--- config.mk ---
export PLATFORM = sky130hd
export DESIGN_NAME = vpw_regs
export DESIGN_NICKNAME = d
export VERILOG_FILES = /design/src/vpw_pkg.sv /design/src/vpw_regs.sv
export SDC_FILE = /design/constraint.sdc
export NUM_CORES = 2
export LEC_CHECK = 0
export ABC_AREA = 1
export BUFFER_PORTS_ARGS = -buffer_cell sky130_fd_sc_hd__clkbuf_2
export CORE_UTILIZATION = 45
export CTS_CLUSTER_SIZE = 25
export DETAILED_ROUTE_END_ITERATION = 8
export PLACE_DENSITY = 0.6
export SYNTH_ARGS = -nofsm -noshare
export SYNTH_HDL_FRONTEND = slang
export SYNTH_SLANG_ARGS = --single-unit
--- constraint.sdc ---
create_clock -name CORE_CLK -period 5.2 [get_ports CORE_CLK]
set_input_delay 0.52 -clock CORE_CLK [delete_from_list [all_inputs] [get_ports CORE_CLK]]
set_output_delay 0.52 -clock CORE_CLK [all_outputs]
set_load 0.1 [all_outputs]
--- src/vpw_pkg.sv ---
// package for the video capture/playback window register bank
// assumes an 8-bit indexed port: index written at one address, data at another
package vpw_pkg;
    localparam logic [7:0] IDX_CAP_LEFT_LO   = 8'h0e;
    localparam logic [7:0] IDX_CAP_LEFT_HI   = 8'h0f;
    localparam logic [7:0] IDX_CAP_RIGHT_LO  = 8'h10;
    localparam logic [7:0] IDX_CAP_RIGHT_HI  = 8'h11;
    localparam logic [7:0] IDX_CAP_TOP_LO    = 8'h12;
    localparam logic [7:0] IDX_CAP_TOP_HI    = 8'h13;
    localparam logic [7:0] IDX_CAP_BOT_LO    = 8'h14;
    localparam logic [7:0] IDX_CAP_BOT_HI    = 8'h15;
    localparam logic [7:0] IDX_CAP_HSCALE    = 8'h16;
    localparam logic [7:0] IDX_CAP_VSCALE    = 8'h17;
    localparam logic [7:0] IDX_CAP_INTERVAL  = 8'h18;
    localparam logic [7:0] IDX_PB_CTRL_A     = 8'h1e;
    localparam logic [7:0] IDX_PB_CTRL_B     = 8'h1f;
    localparam logic [7:0] IDX_PB_BUF_CTRL   = 8'h20;
    localparam logic [7:0] IDX_PB_BUF_STAT   = 8'h21;
    localparam logic [7:0] IDX_PB_PTR_A0     = 8'h22;
    localparam logic [7:0] IDX_PB_PTR_B0     = 8'h25;
    localparam logic [7:0] IDX_PB_SPAN       = 8'h28;
    localparam logic [7:0] IDX_PB_LEFT_LO    = 8'h2a;
    localparam logic [7:0] IDX_PB_LEFT_HI    = 8'h2b;
    localparam logic [7:0] IDX_PB_RIGHT_LO   = 8'h2c;
    localparam logic [7:0] IDX_PB_RIGHT_HI   = 8'h2d;
    localparam logic [7:0] IDX_PB_TOP_LO     = 8'h2e;
    localparam logic [7:0] IDX_PB_TOP_HI     = 8'h2f;
    localparam logic [7:0] IDX_PB_BOT_LO     = 8'h30;
    localparam logic [7:0] IDX_PB_BOT_HI     = 8'h31;
    // field positions
    localparam int CA_INTERLACE = 4;
    localparam int CA_VERTICAL_MAGNIFY_FACTOR     = 3;
    localparam int CA_HORIZONTAL_MAGNIFY_FACTOR     = 2;
    localparam int CA_YFLIP     = 1;
    localparam int CA_XMIRROR   = 0;
    localparam int CB_VINT_EN   = 7;
    localparam int CB_VINT_AVG  = 6;
    localparam int CB_HINT_EN   = 5;
    localparam int CB_RGB       = 3;
    localparam int CB_SIGNED    = 1;
    localparam int CB_TYPE      = 0;
    localparam int BC_VLOCK     = 5;
    localparam int BC_FLAG      = 4;
    localparam int BC_SOURCE    = 3;
    localparam int BC_TRIGGER   = 2;
    localparam int BS_IN_USE    = 1;
    localparam int BS_PENDING   = 0;
    localparam logic [7:0] RST_BYTE  = 8'h00;
    localparam logic [7:0] HI_MASK   = 8'h07;
    localparam logic [7:0] PTR0_MASK = 8'hf8;
    localparam logic [7:0] CA_MASK   = 8'h1f;
    localparam logic [7:0] CB_MASK   = 8'heb;
    localparam logic [7:0] BC_MASK   = 8'h3c;
    localparam int NREG = 8'd50;
    typedef struct packed {
        logic [3:0] fmt;
        logic       interlace;
        logic       vertical_magnify_factor;
        logic       horizontal_magnify_factor;
        logic       yflip;
        logic       xmirror;
        logic       vint_en;
        logic       vint_avg;
        logic       hint_en;
    } vpw_mode_t;
    typedef enum logic [3:0] {
        FMT_YUV, FMT_YVU, FMT_YUV_S, FMT_YVU_S, FMT_RGB565, FMT_RGB555
    } vpw_fmt_e_t;
endpackage

--- src/vpw_regs.sv ---
// video capture / playback window register bank
// assumes index/data writes are single-cycle strobes synchronous to CORE_CLK
//
// Function
// capture edges: low byte plus three bits
// software keeps capture window within 1024x1024
// eight-bit capture interval register
// interlace, vertical and horizontal zoom enables
// vertical flip and horizontal mirror bits
// vertical interpolation enable and method
// horizontal interpolation enable
// YUV 4:2:2 with swap and sign
// RGB 565 or 555, blue low
// sign bit: offset or two's complement
// buffer switch free or vsync locked
// software flag picks first or second pointer
// buffer source: flag or last capture
// trigger adopts new pointer at vsync
// status: pointer in use, pending
// pointers 24 bits, low three zero
// eight-bit line span register
// playback left edge, eleven bits, reset zero
// playback right low byte, reset zero
// right edge upper three bits
// top and bottom edges, eleven bits
// capture every n-th frame when enabled
// capture reports last buffer grabbed
// video only inside window, inclusive edges
// scale factors n/256 when enabled
`timescale 1ns/1ps
module vpw_regs
    import vpw_pkg::*;
(
    input  wire logic        CORE_CLK,
    input  wire logic        RST_N,
    input  wire logic        IDX_WR,
    input  wire logic        DATA_WR,
    input  wire logic        DATA_RD,
    input  wire logic [7:0]  WDATA,
    input  wire logic        VSYNC_PIN,
    input  wire logic        CAP_FIELD_DONE,
    input  wire logic        CAP_COUNT_EN,
    input  wire logic        CAP_LAST_BUF,
    input  wire logic        HSCALE_EN,
    input  wire logic        VSCALE_EN,
    input  wire logic [10:0] RASTER_X,
    input  wire logic [10:0] RASTER_Y,
    input  wire logic [7:0]  HSRC_COUNT,
    input  wire logic [7:0]  VSRC_COUNT,
    output logic      [7:0]  RDATA,
    output logic      [23:0] PB_POINTER,
    output logic      [7:0]  PB_SPAN,
    output vpw_mode_t        PB_MODE,
    output logic             PB_IN_WINDOW,
    output logic             CAP_GRAB,
    output logic             CAP_LAST_BUF_OUT,
    output logic      [7:0]  HSCALE_OUT,
    output logic      [7:0]  VSCALE_OUT
);

    ////////////////////////////////////////////////////////////////////////
    typedef struct packed {
        logic [7:0]  index;
        logic [NREG*8-1:0] regs;
        logic        in_use;
        logic        pending;
        logic [2:0]  vs_sync;
        logic        vs_prev;
        logic [7:0]  frame_cnt;
        logic        grab;
        logic        last_buf;
        logic [7:0]  rdata;
        logic [23:0] ptr;
        logic [7:0]  span;
        vpw_mode_t   mode;
        logic        in_win;
        logic [7:0]  hscale;
        logic [7:0]  vscale;
    } vpw_state_t;

    vpw_state_t st_reg;
    vpw_state_t st_next;

    function automatic logic [7:0] rbyte(input logic [NREG*8-1:0] r, input logic [7:0] i);
        rbyte = r[i*8 +: 8];
    endfunction

    function automatic logic [10:0] edge11(input logic [NREG*8-1:0] r, input logic [7:0] lo);
        logic [7:0] h;
        h = rbyte(r, lo + 8'd1);
        edge11 = {h[2:0], rbyte(r, lo)};
    endfunction

    function automatic logic [7:0] wmask(input logic [7:0] i);
        unique case (i)
            IDX_CAP_LEFT_HI, IDX_CAP_RIGHT_HI, IDX_CAP_TOP_HI, IDX_CAP_BOT_HI,
            IDX_PB_LEFT_HI, IDX_PB_RIGHT_HI, IDX_PB_TOP_HI, IDX_PB_BOT_HI:
                wmask = HI_MASK;
            IDX_CAP_LEFT_LO, IDX_CAP_RIGHT_LO, IDX_CAP_TOP_LO, IDX_CAP_BOT_LO,
            IDX_CAP_HSCALE, IDX_CAP_VSCALE, IDX_CAP_INTERVAL, IDX_PB_SPAN,
            IDX_PB_LEFT_LO, IDX_PB_RIGHT_LO, IDX_PB_TOP_LO, IDX_PB_BOT_LO,
            8'h23, 8'h24, 8'h26, 8'h27:
                wmask = 8'hff;
            IDX_PB_PTR_A0, IDX_PB_PTR_B0: wmask = PTR0_MASK;
            IDX_PB_CTRL_A:   wmask = CA_MASK;
            IDX_PB_CTRL_B:   wmask = CB_MASK;
            IDX_PB_BUF_CTRL: wmask = BC_MASK;
            default:         wmask = 8'h00;
        endcase
    endfunction

    ////////////////////////////////////////////////////////////////////////
    logic [7:0]  ca;
    logic [7:0]  cb;
    logic [7:0]  bc;
    logic        vs_rise;
    logic        want_buf;
    logic [10:0] xl;
    logic [10:0] xr;
    logic [10:0] yt;
    logic [10:0] yb;

    always_comb begin
        st_next = st_reg;
        ca = rbyte(st_reg.regs, IDX_PB_CTRL_A);
        cb = rbyte(st_reg.regs, IDX_PB_CTRL_B);
        bc = rbyte(st_reg.regs, IDX_PB_BUF_CTRL);
        xl = edge11(st_reg.regs, IDX_PB_LEFT_LO);
        xr = edge11(st_reg.regs, IDX_PB_RIGHT_LO);
        yt = edge11(st_reg.regs, IDX_PB_TOP_LO);
        yb = edge11(st_reg.regs, IDX_PB_BOT_LO);
        // vsync filtered: change counts once stages two and three agree
        st_next.vs_sync = {st_reg.vs_sync[1:0], VSYNC_PIN};
        if (st_reg.vs_sync[2] == st_reg.vs_sync[1]) begin
            st_next.vs_prev = st_reg.vs_sync[2];
        end
        vs_rise = (st_reg.vs_sync[2] == st_reg.vs_sync[1]) && st_reg.vs_sync[2] && !st_reg.vs_prev;
        // register writes
        if (IDX_WR) begin
            st_next.index = WDATA;
        end
        if (DATA_WR && st_reg.index < 8'(NREG)) begin
            st_next.regs[st_reg.index*8 +: 8] = WDATA & wmask(st_reg.index);
        end
        // buffer selection
        want_buf = bc[BC_SOURCE] ? st_reg.last_buf : bc[BC_FLAG];
        if (!bc[BC_VLOCK]) begin
            st_next.in_use  = want_buf;
            st_next.pending = 1'b0;
        end else if (bc[BC_TRIGGER]) begin
            st_next.pending = 1'b1;
            if (vs_rise) begin
                st_next.in_use  = want_buf;
                st_next.pending = 1'b0;
                st_next.regs[IDX_PB_BUF_CTRL*8 + BC_TRIGGER] = 1'b0;
            end
        end else begin
            st_next.pending = 1'b0;
        end
        // capture interval
        st_next.grab = 1'b0;
        st_next.last_buf = CAP_LAST_BUF;
        if (CAP_FIELD_DONE) begin
            if (!CAP_COUNT_EN) begin
                st_next.grab = 1'b1;
            end else if (st_reg.frame_cnt + 8'd1 >= rbyte(st_reg.regs, IDX_CAP_INTERVAL)) begin
                st_next.grab      = 1'b1;
                st_next.frame_cnt = 8'h00;
            end else begin
                st_next.frame_cnt = st_reg.frame_cnt + 8'd1;
            end
        end
        // read data
        if (st_reg.index == IDX_PB_BUF_STAT) begin
            st_next.rdata = {6'h00, st_reg.in_use, st_reg.pending};
        end else if (st_reg.index < 8'(NREG)) begin
            st_next.rdata = rbyte(st_reg.regs, st_reg.index);
        end else begin
            st_next.rdata = 8'h00;
        end
        // outputs
        st_next.ptr = st_reg.in_use
            ? {rbyte(st_reg.regs, IDX_PB_PTR_B0 + 8'd2), rbyte(st_reg.regs, IDX_PB_PTR_B0 + 8'd1),
               rbyte(st_reg.regs, IDX_PB_PTR_B0)}
            : {rbyte(st_reg.regs, IDX_PB_PTR_A0 + 8'd2), rbyte(st_reg.regs, IDX_PB_PTR_A0 + 8'd1),
               rbyte(st_reg.regs, IDX_PB_PTR_A0)};
        st_next.span = rbyte(st_reg.regs, IDX_PB_SPAN);
        st_next.mode.interlace = ca[CA_INTERLACE];
        st_next.mode.vertical_magnify_factor     = ca[CA_VERTICAL_MAGNIFY_FACTOR];
        st_next.mode.horizontal_magnify_factor     = ca[CA_HORIZONTAL_MAGNIFY_FACTOR];
        st_next.mode.yflip     = ca[CA_YFLIP];
        st_next.mode.xmirror   = ca[CA_XMIRROR];
        st_next.mode.vint_en   = cb[CB_VINT_EN];
        st_next.mode.vint_avg  = cb[CB_VINT_EN] & cb[CB_VINT_AVG];
        st_next.mode.hint_en   = cb[CB_HINT_EN];
        if (cb[CB_RGB]) begin
            st_next.mode.fmt = cb[CB_TYPE] ? FMT_RGB555 : FMT_RGB565;
        end else begin
            st_next.mode.fmt = {2'b00, cb[CB_SIGNED], cb[CB_TYPE]};
        end
        st_next.in_win = (RASTER_X >= xl) && (RASTER_X <= xr) && (RASTER_Y >= yt) && (RASTER_Y <= yb);
        st_next.hscale = HSCALE_EN ? 8'(({8'h00, HSRC_COUNT} * {8'h00, rbyte(st_reg.regs, IDX_CAP_HSCALE)}) >> 8)
                                   : HSRC_COUNT;
        st_next.vscale = VSCALE_EN ? 8'(({8'h00, VSRC_COUNT} * {8'h00, rbyte(st_reg.regs, IDX_CAP_VSCALE)}) >> 8)
                                   : VSRC_COUNT;
    end

    always_ff @(posedge CORE_CLK) begin
        if (!RST_N) begin
            st_reg <= '0;
        end else begin
            st_reg <= st_next;
        end
    end

    assign RDATA            = st_reg.rdata;
    assign PB_POINTER       = st_reg.ptr;
    assign PB_SPAN          = st_reg.span;
    assign PB_MODE          = st_reg.mode;
    assign PB_IN_WINDOW     = st_reg.in_win;
    assign CAP_GRAB         = st_reg.grab;
    assign CAP_LAST_BUF_OUT = st_reg.last_buf;
    assign HSCALE_OUT       = st_reg.hscale;
    assign VSCALE_OUT       = st_reg.vscale;

    ////////////////////////////////////////////////////////////////////////
    ptr_align_a: assert property (@(posedge CORE_CLK) disable iff (!RST_N)
        PB_POINTER[2:0] == 3'b000) else $error("pointer not aligned");
    hi_reserved_a: assert property (@(posedge CORE_CLK) disable iff (!RST_N)
        DATA_WR && st_reg.index == IDX_PB_LEFT_HI |=> st_reg.regs[IDX_PB_LEFT_HI*8+3 +: 5] == 5'h00)
        else $error("reserved bits stored");
    cap_hi_a: assert property (@(posedge CORE_CLK) disable iff (!RST_N)
        DATA_WR && st_reg.index == IDX_CAP_LEFT_HI |=> st_reg.regs[IDX_CAP_LEFT_HI*8 +: 3] == $past(WDATA[2:0]))
        else $error("capture edge high wrong");
    free_run_a: assert property (@(posedge CORE_CLK) disable iff (!RST_N)
        !bc[BC_VLOCK] && !bc[BC_SOURCE] |=> st_reg.in_use == $past(bc[BC_FLAG]))
        else $error("free-run select wrong");
    hold_ptr_a: assert property (@(posedge CORE_CLK) disable iff (!RST_N)
        bc[BC_VLOCK] && !bc[BC_TRIGGER] |=> $stable(st_reg.in_use)) else $error("pointer changed");
    pend_stat_a: assert property (@(posedge CORE_CLK) disable iff (!RST_N)
        bc[BC_VLOCK] && bc[BC_TRIGGER] && !vs_rise |=> st_reg.pending) else $error("pending missing");
    win_out_a: assert property (@(posedge CORE_CLK) disable iff (!RST_N)
        RASTER_X < xl |=> !PB_IN_WINDOW) else $error("outside window");
    fmt_rgb_a: assert property (@(posedge CORE_CLK) disable iff (!RST_N)
        cb[CB_RGB] && !cb[CB_TYPE] |=> PB_MODE.fmt == FMT_RGB565) else $error("rgb format wrong");
    vint_a: assert property (@(posedge CORE_CLK) disable iff (!RST_N)
        !cb[CB_VINT_EN] |=> !PB_MODE.vint_avg) else $error("avg without enable");
    grab_a: assert property (@(posedge CORE_CLK) disable iff (!RST_N)
        CAP_FIELD_DONE && !CAP_COUNT_EN |=> CAP_GRAB) else $error("grab missing");

endmodule

# Yosys cells after proc, flatten, opt, wreduce, memory -nomap -nowiden
# Memories as Yosys holds them, arrays and structs flattened. A register that Yosys moved wholly into a read port is not among the register bits.
# Index checks and enable logic that the tools add are counted.
# word_totals
regBits,493
mem_bits_ro,512
inputBits,57
out_inout_bits,71
mem_count,1
# mem_list
memory,words,word_bits,read_ports,rd_ports_with_merged_regs,wr,line_no,source
(name not given),64,8,1,1,0,vpw_regs.sv:95,unique case (i)
# classes
addsub,2
n_mul,2
n_lt_le_gt_ge,6
n_eq_ne,4
shifts,3
muxes,24
bitwise,4
n_reduce_logical,14
# ops
op,count
bitwise mux 400 bit,1
variable shift 8 x 34 -> 400 bit (first input constant),1
indexed part select 400 x 12 -> 8 bit,1
indexed part select 8 x 34 -> 400 bit,1
two-way mux 259 bit,1
two-way mux 8 bit,5
negator 11 -> 34 bit,1
multiplier 8 x 8 -> 16 bit,2
two-way mux 24 bit,1
>= comparator 11 bit,2
<= comparator 11 bit,2
two-way mux 6 bit,2
two-way mux 2 bit,5
two-way mux 1 bit,9
adder 8 x 1 -> 8 bit (second input constant),1
AND 8 bit,1
equality test 8 x 6 -> 1 bit (second input constant),1
>= comparator 8 bit,1
< comparator 8 x 6 -> 1 bit (second input constant),1
AND reduction 2 bit,4
logical AND 1 bit,6
AND reduction 3 bit,1
OR reduction 3 bit,1
logical NOT 2 bit,1
other kinds (6),7

# Longest topological paths before layout
# logic_depth
depth_word,10
ltp_mapped,22
mapped_depth_nobuf,21

# Worst setup path after synthesis
# OpenSTA, ideal clock, no wires.
# synth_timing
path_type,input-to-reg
from,input VSRC_COUNT[5]
to,register st_reg (netlist bit VSCALE_OUT[6])
setup_time_ns,0.117
arrival_time_ns,4.139
setup_slack_ns,0.944
path_stages,17
n_path_buf,1
path_cell_list,clkbuf_1 nand2_1 fa_1 fa_1 inv_1 fa_1 inv_1 fa_1 inv_1 ha_1 a21o_1 a21oi_1 inv_1 a211oi_1 a21oi_1 nor2_1 nor2_1
# synth_via
elab_chain_len,2
# synth_rtl
element,line_no,source
"start, declared",vpw_regs.sv:49,"input wire logic [7:0] VSRC_COUNT,"
multiplier 8 x 8 -> 16 bit,vpw_regs.sv:204,"st_next.vscale = VSCALE_EN ? 8'(({8'h00, VSRC_COUNT} * {8'h00, rbyte(st_reg.regs, IDX_CAP_VSCALE)}) >> 8)"
two-way mux 8 bit,vpw_regs.sv:204,
"end signal, assigned",vpw_regs.sv:212,st_reg <= st_next;
"end, declared",vpw_regs.sv:81,vpw_state_t st_reg;
# Every way passes these cells.
# A chain may end at the register's enable or synchronous reset.

# Worst setup path in the final report
# layout_timing
from,register st_reg[486] in the netlist's numbering
to,register st_reg[468] in the netlist's numbering
# layout_via
elab_chain_len,3
elab_cells_between_ends,6
classes_between,add/sub (1); order compare (1); shift (2); mux (1); reduce/logical (1)
# layout_rtl
element,line_no,source
negator 11 -> 34 bit,vpw_regs.sv:143,st_next.regs[st_reg.index*8 +: 8] = WDATA & wmask(st_reg.index);
indexed part select 8 x 34 -> 400 bit or variable shift 8 x 34 -> 400 bit (tied branches),vpw_regs.sv:143,
bitwise mux 400 bit,vpw_regs.sv:143,
# Parallel ways exist; a longest one is shown, timed or not.

==> reports/summary.txt <==
Run status - completed
Distinct cells, synth - 58
DRC - 0
Post_cts resized - 0
Final WL - 119000 microns
Synth top area cells - dfxtp_1, nor2_1, nand2_1
Mapped Area - 29600 sq um
Setup CP Type - reg -> reg
Fin. max-slew vios - 0
Crit-path max FO - 28
H-tree lvl count - 2
First DRT Iteration DRCs - 3611
Via count - 29700
Minimum clock period - 4.42 ns
Pin count of the biggest net entering global routing - 180
Clock-pin slew on the worst setup and hold paths - 0.06 ns
Fmax - 226 MHz
Worst EP arrival - 4.98 ns
Layout Nets - 4568
Die area - 66800 sq um
Period utilisation layout - 85.1%
I/O pins - 128
PwrDens - 289 nW/um^2
Global-route wire length before repair - 174000 microns
Number of routed nets with antenna violations - 0
FF+latch count, synth - 498
Slowest cell on the critical path - ha_1
Vias per cell - 5.69
Finished Cell Area - 32200 sq um
Clock skew - 0.0257 ns
Hold buffers post-CTS - 0
Grt ovf - 0
Leakage - 14.4 nW
Mapped Avg Cell Area - 6.76 sq um
Delay of the slowest cell on the worst path - 0.67 ns
Sequential cell area fraction in the yosys report - 33.7%
Setup TNS - 0 ns
Metal-1 WL - 49300 microns
Setup Buffers After CTS - 0
Max VDD drop - 0.247 mV
All-Layer GR Usage - 34.8%
Worst-Margin Slew - 0.958 ns
Crit. End Element - flop
Routability congestion estimate - 1.07
CORE AREA - 64700 sq um
WP data required - 5.76 ns
CTS Sinks - 498
RSZ-0062 raised after global routing - no
Site Rows - 93
Input/output buffers - 125
Initial core utilization - 45.8%
CTS tree - yes
Dpl hpwl - 86200 microns
Headroom to the max-slew limit - 35.9%
Max-cap check violation count - 0
Buf/Inv on CP - 1
Met3 Wirelength - 11700 microns
CTS buffer count - 56
Antenna violations before repair - 3
DR top layer - met5
Die Ht - 259 microns
Hold Path Class - in -> reg
Post-DP Area - 30400 sq um
Layout cells sized above 1 - 8.53%
Max FFs per register - 388
Setup-failing EPs final - 0
Syn nets - 4633
CTS Buffer Depth - 3
Yosys top cell area share - 33.7%
Cell family with most CP delay - simple AND/OR/NAND/NOR gates
Vias in the first global route - 26900
Yosys top cell by area - dfxtp_1
Die X - 259 microns
CP Cell Sequence - inv_4 > nand2_2 > nor2_2 > nand3_1 > ha_1 > nand2_1 > nor2_1 > nand3_1 > nor2_1 > nand2_1 > nand3_1 > nand2_1 > nor2_1
Drt wl/cell - 22.8 microns
CP Launch Type - flop
Clk root buf - clkbuf_16
1st-pass router iterations - 6
P&R area growth vs syn - 8.90%
Cell count after synthesis - 4379
Clock Latency Late Sink - 0.64 ns
Synth Warn # - 0
Met2 WL post-DR - 50300 microns
Final hold vios - 0
-- per-layer routing --
metal	GRT usage (%)	up-vias
met4	19.4	4
li1	-	14000
met5	0	-
met2	52.5	1509
met1	46.1	13800
met3	7.75	333
-- Yosys cell counts (all sizes together) --
| master | count |
|---|---|
| nor2 | 767 |
| nand2 | 719 |
| inv | 503 |
| dfxtp | 498 |
| o21ai | 469 |
| a21oi | 364 |
| nand3 | 262 |
| clkbuf | 159 |
| buf | 153 |
| ha | 127 |
| fa | 70 |
| nor3 | 53 |
| nand4 | 52 |
| o211ai | 38 |
| a22oi | 36 |
| nor4 | 14 |
| or2 | 10 |
| a211oi | 9 |
| o221ai | 9 |
| o22ai | 9 |
| a2bb2oi | 8 |
| xor2 | 8 |
| clkinv | 6 |
| a21o | 5 |
| a31oi | 5 |
| and3 | 4 |
| o2111ai | 3 |
| xnor2 | 3 |
| a31o | 2 |
| nand3b | 2 |
| nor3b | 2 |
| o21a | 2 |
| a21boi | 1 |
| a32oi | 1 |
| and2 | 1 |
| conb | 1 |
| o21bai | 1 |
| o311ai | 1 |
| o31ai | 1 |
| o41ai | 1 |
-- power by group --
| part | total (mW) | switching (mW) | leakage (nW) | internal [mW] |
|---|---|---|---|---|
| logic | 1.32 | 1.05 | 9.45 | 0.276 |
| clock network | 4.12 | 1.75 | 0.930 | 2.37 |
| registers | 3.87 | 0.0167 | 4.02 | 3.85 |
| total | 9.31 | 2.81 | 14.4 | 6.50 |
-- worst register-to-register path: cells and delay by family, from the launching register on --
family / cells / cell delay, ns
and+or+nand+nor: 11 / 3.02
adders and majority gates: 1 / 0.67
DFF: 1 / 0.35
buffers and inverters: 1 / 0.31
-- final cells by class --
type	instances	area, sq um
Tap cell	855	1070
Inverter	509	1920
Timing Repair Buffer	189	1170
Clock buffer	82	1670
Sequential cell	498	9980
Antenna cell	1	2.50
Fill cell	6806	32400
Clock inverter	21	204
Multi-Input combinational cell	3060	16200
-- per-stage QoR --
stage               setup slack [ns]  util (%)  power [mW]  instances  hold slack, ns
floorplan                      0.944         -        4.81       4379           0.390
global placement               0.658      46.9        5.22       5111           0.405
detailed placement             0.687      46.9        5.22       5111           0.405
CTS                            0.870      49.8        9.29       5214          0.0723
global route                   0.624      49.8        9.54       5214          0.0882
finish                         0.776      49.8        9.31       5215          0.0764
-- layout by cell type (no fill, tap or decap), types with 7 or more instances in the layout --
cell type	synthesis	routed
nor2_1	741	739
nand2_1	714	714
dfxtp_1	498	496
inv_1	481	481
o21ai_0	456	456
a21oi_1	364	364
nand3_1	258	258
ha_1	127	127
clkbuf_2	0	124
fa_1	70	70
buf_4	76	60
clkbuf_16	0	57
nor3_1	47	46
nand4_1	46	46
o211ai_1	38	38
a22oi_1	36	36
inv_2	21	20
nor2_2	17	19
clkbuf_8	0	15
nor4_1	13	13
clkinv_2	0	12
o21ai_1	12	12
or2_2	10	10
clkbuf_1	159	10
a211oi_1	9	9
o221ai_1	9	9
o22ai_1	9	9
xor2_1	8	8
nor2_4	8	8
a2bb2oi_1	8	8
nor3_2	6	7
-- worst paths after layout --
| check | cells past startpoint | from | slack (ns) | to |
|---|---|---|---|---|
| setup / recovery | 13 | st_reg[486]$_SDFFE_PN0P_ | 0.78 | st_reg[468]$_SDFFE_PN0P_ |
| hold / removal | 3 | CAP_LAST_BUF | 0.08 | CAP_LAST_BUF_OUT$_SDFF_PN0_ |
| setup reg to reg | 13 | st_reg[486]$_SDFFE_PN0P_ | 0.78 | st_reg[468]$_SDFFE_PN0P_ |
| hold reg to reg | 2 | st_next[81]$_SDFF_PN0_ | 0.40 | st_next[82]$_SDFF_PN0_ |
-- cell families after synthesis --
| group | count (synthesis) | share of synthesized area, % |
|---|---|---|
| buffers and inverters | 821 | 11.6 |
| XOR/XNOR | 11 | 0.351 |
| AND/OR/NAND/NOR | 1886 | 26.8 |
| other | 1 | 0.0127 |
| flip-flops | 498 | 33.7 |
| adder cells (fa/ha/maj) | 197 | 10.1 |
| AO/OA/AOI/OAI | 965 | 17.5 |
Power figures use the tool's default switching activity.
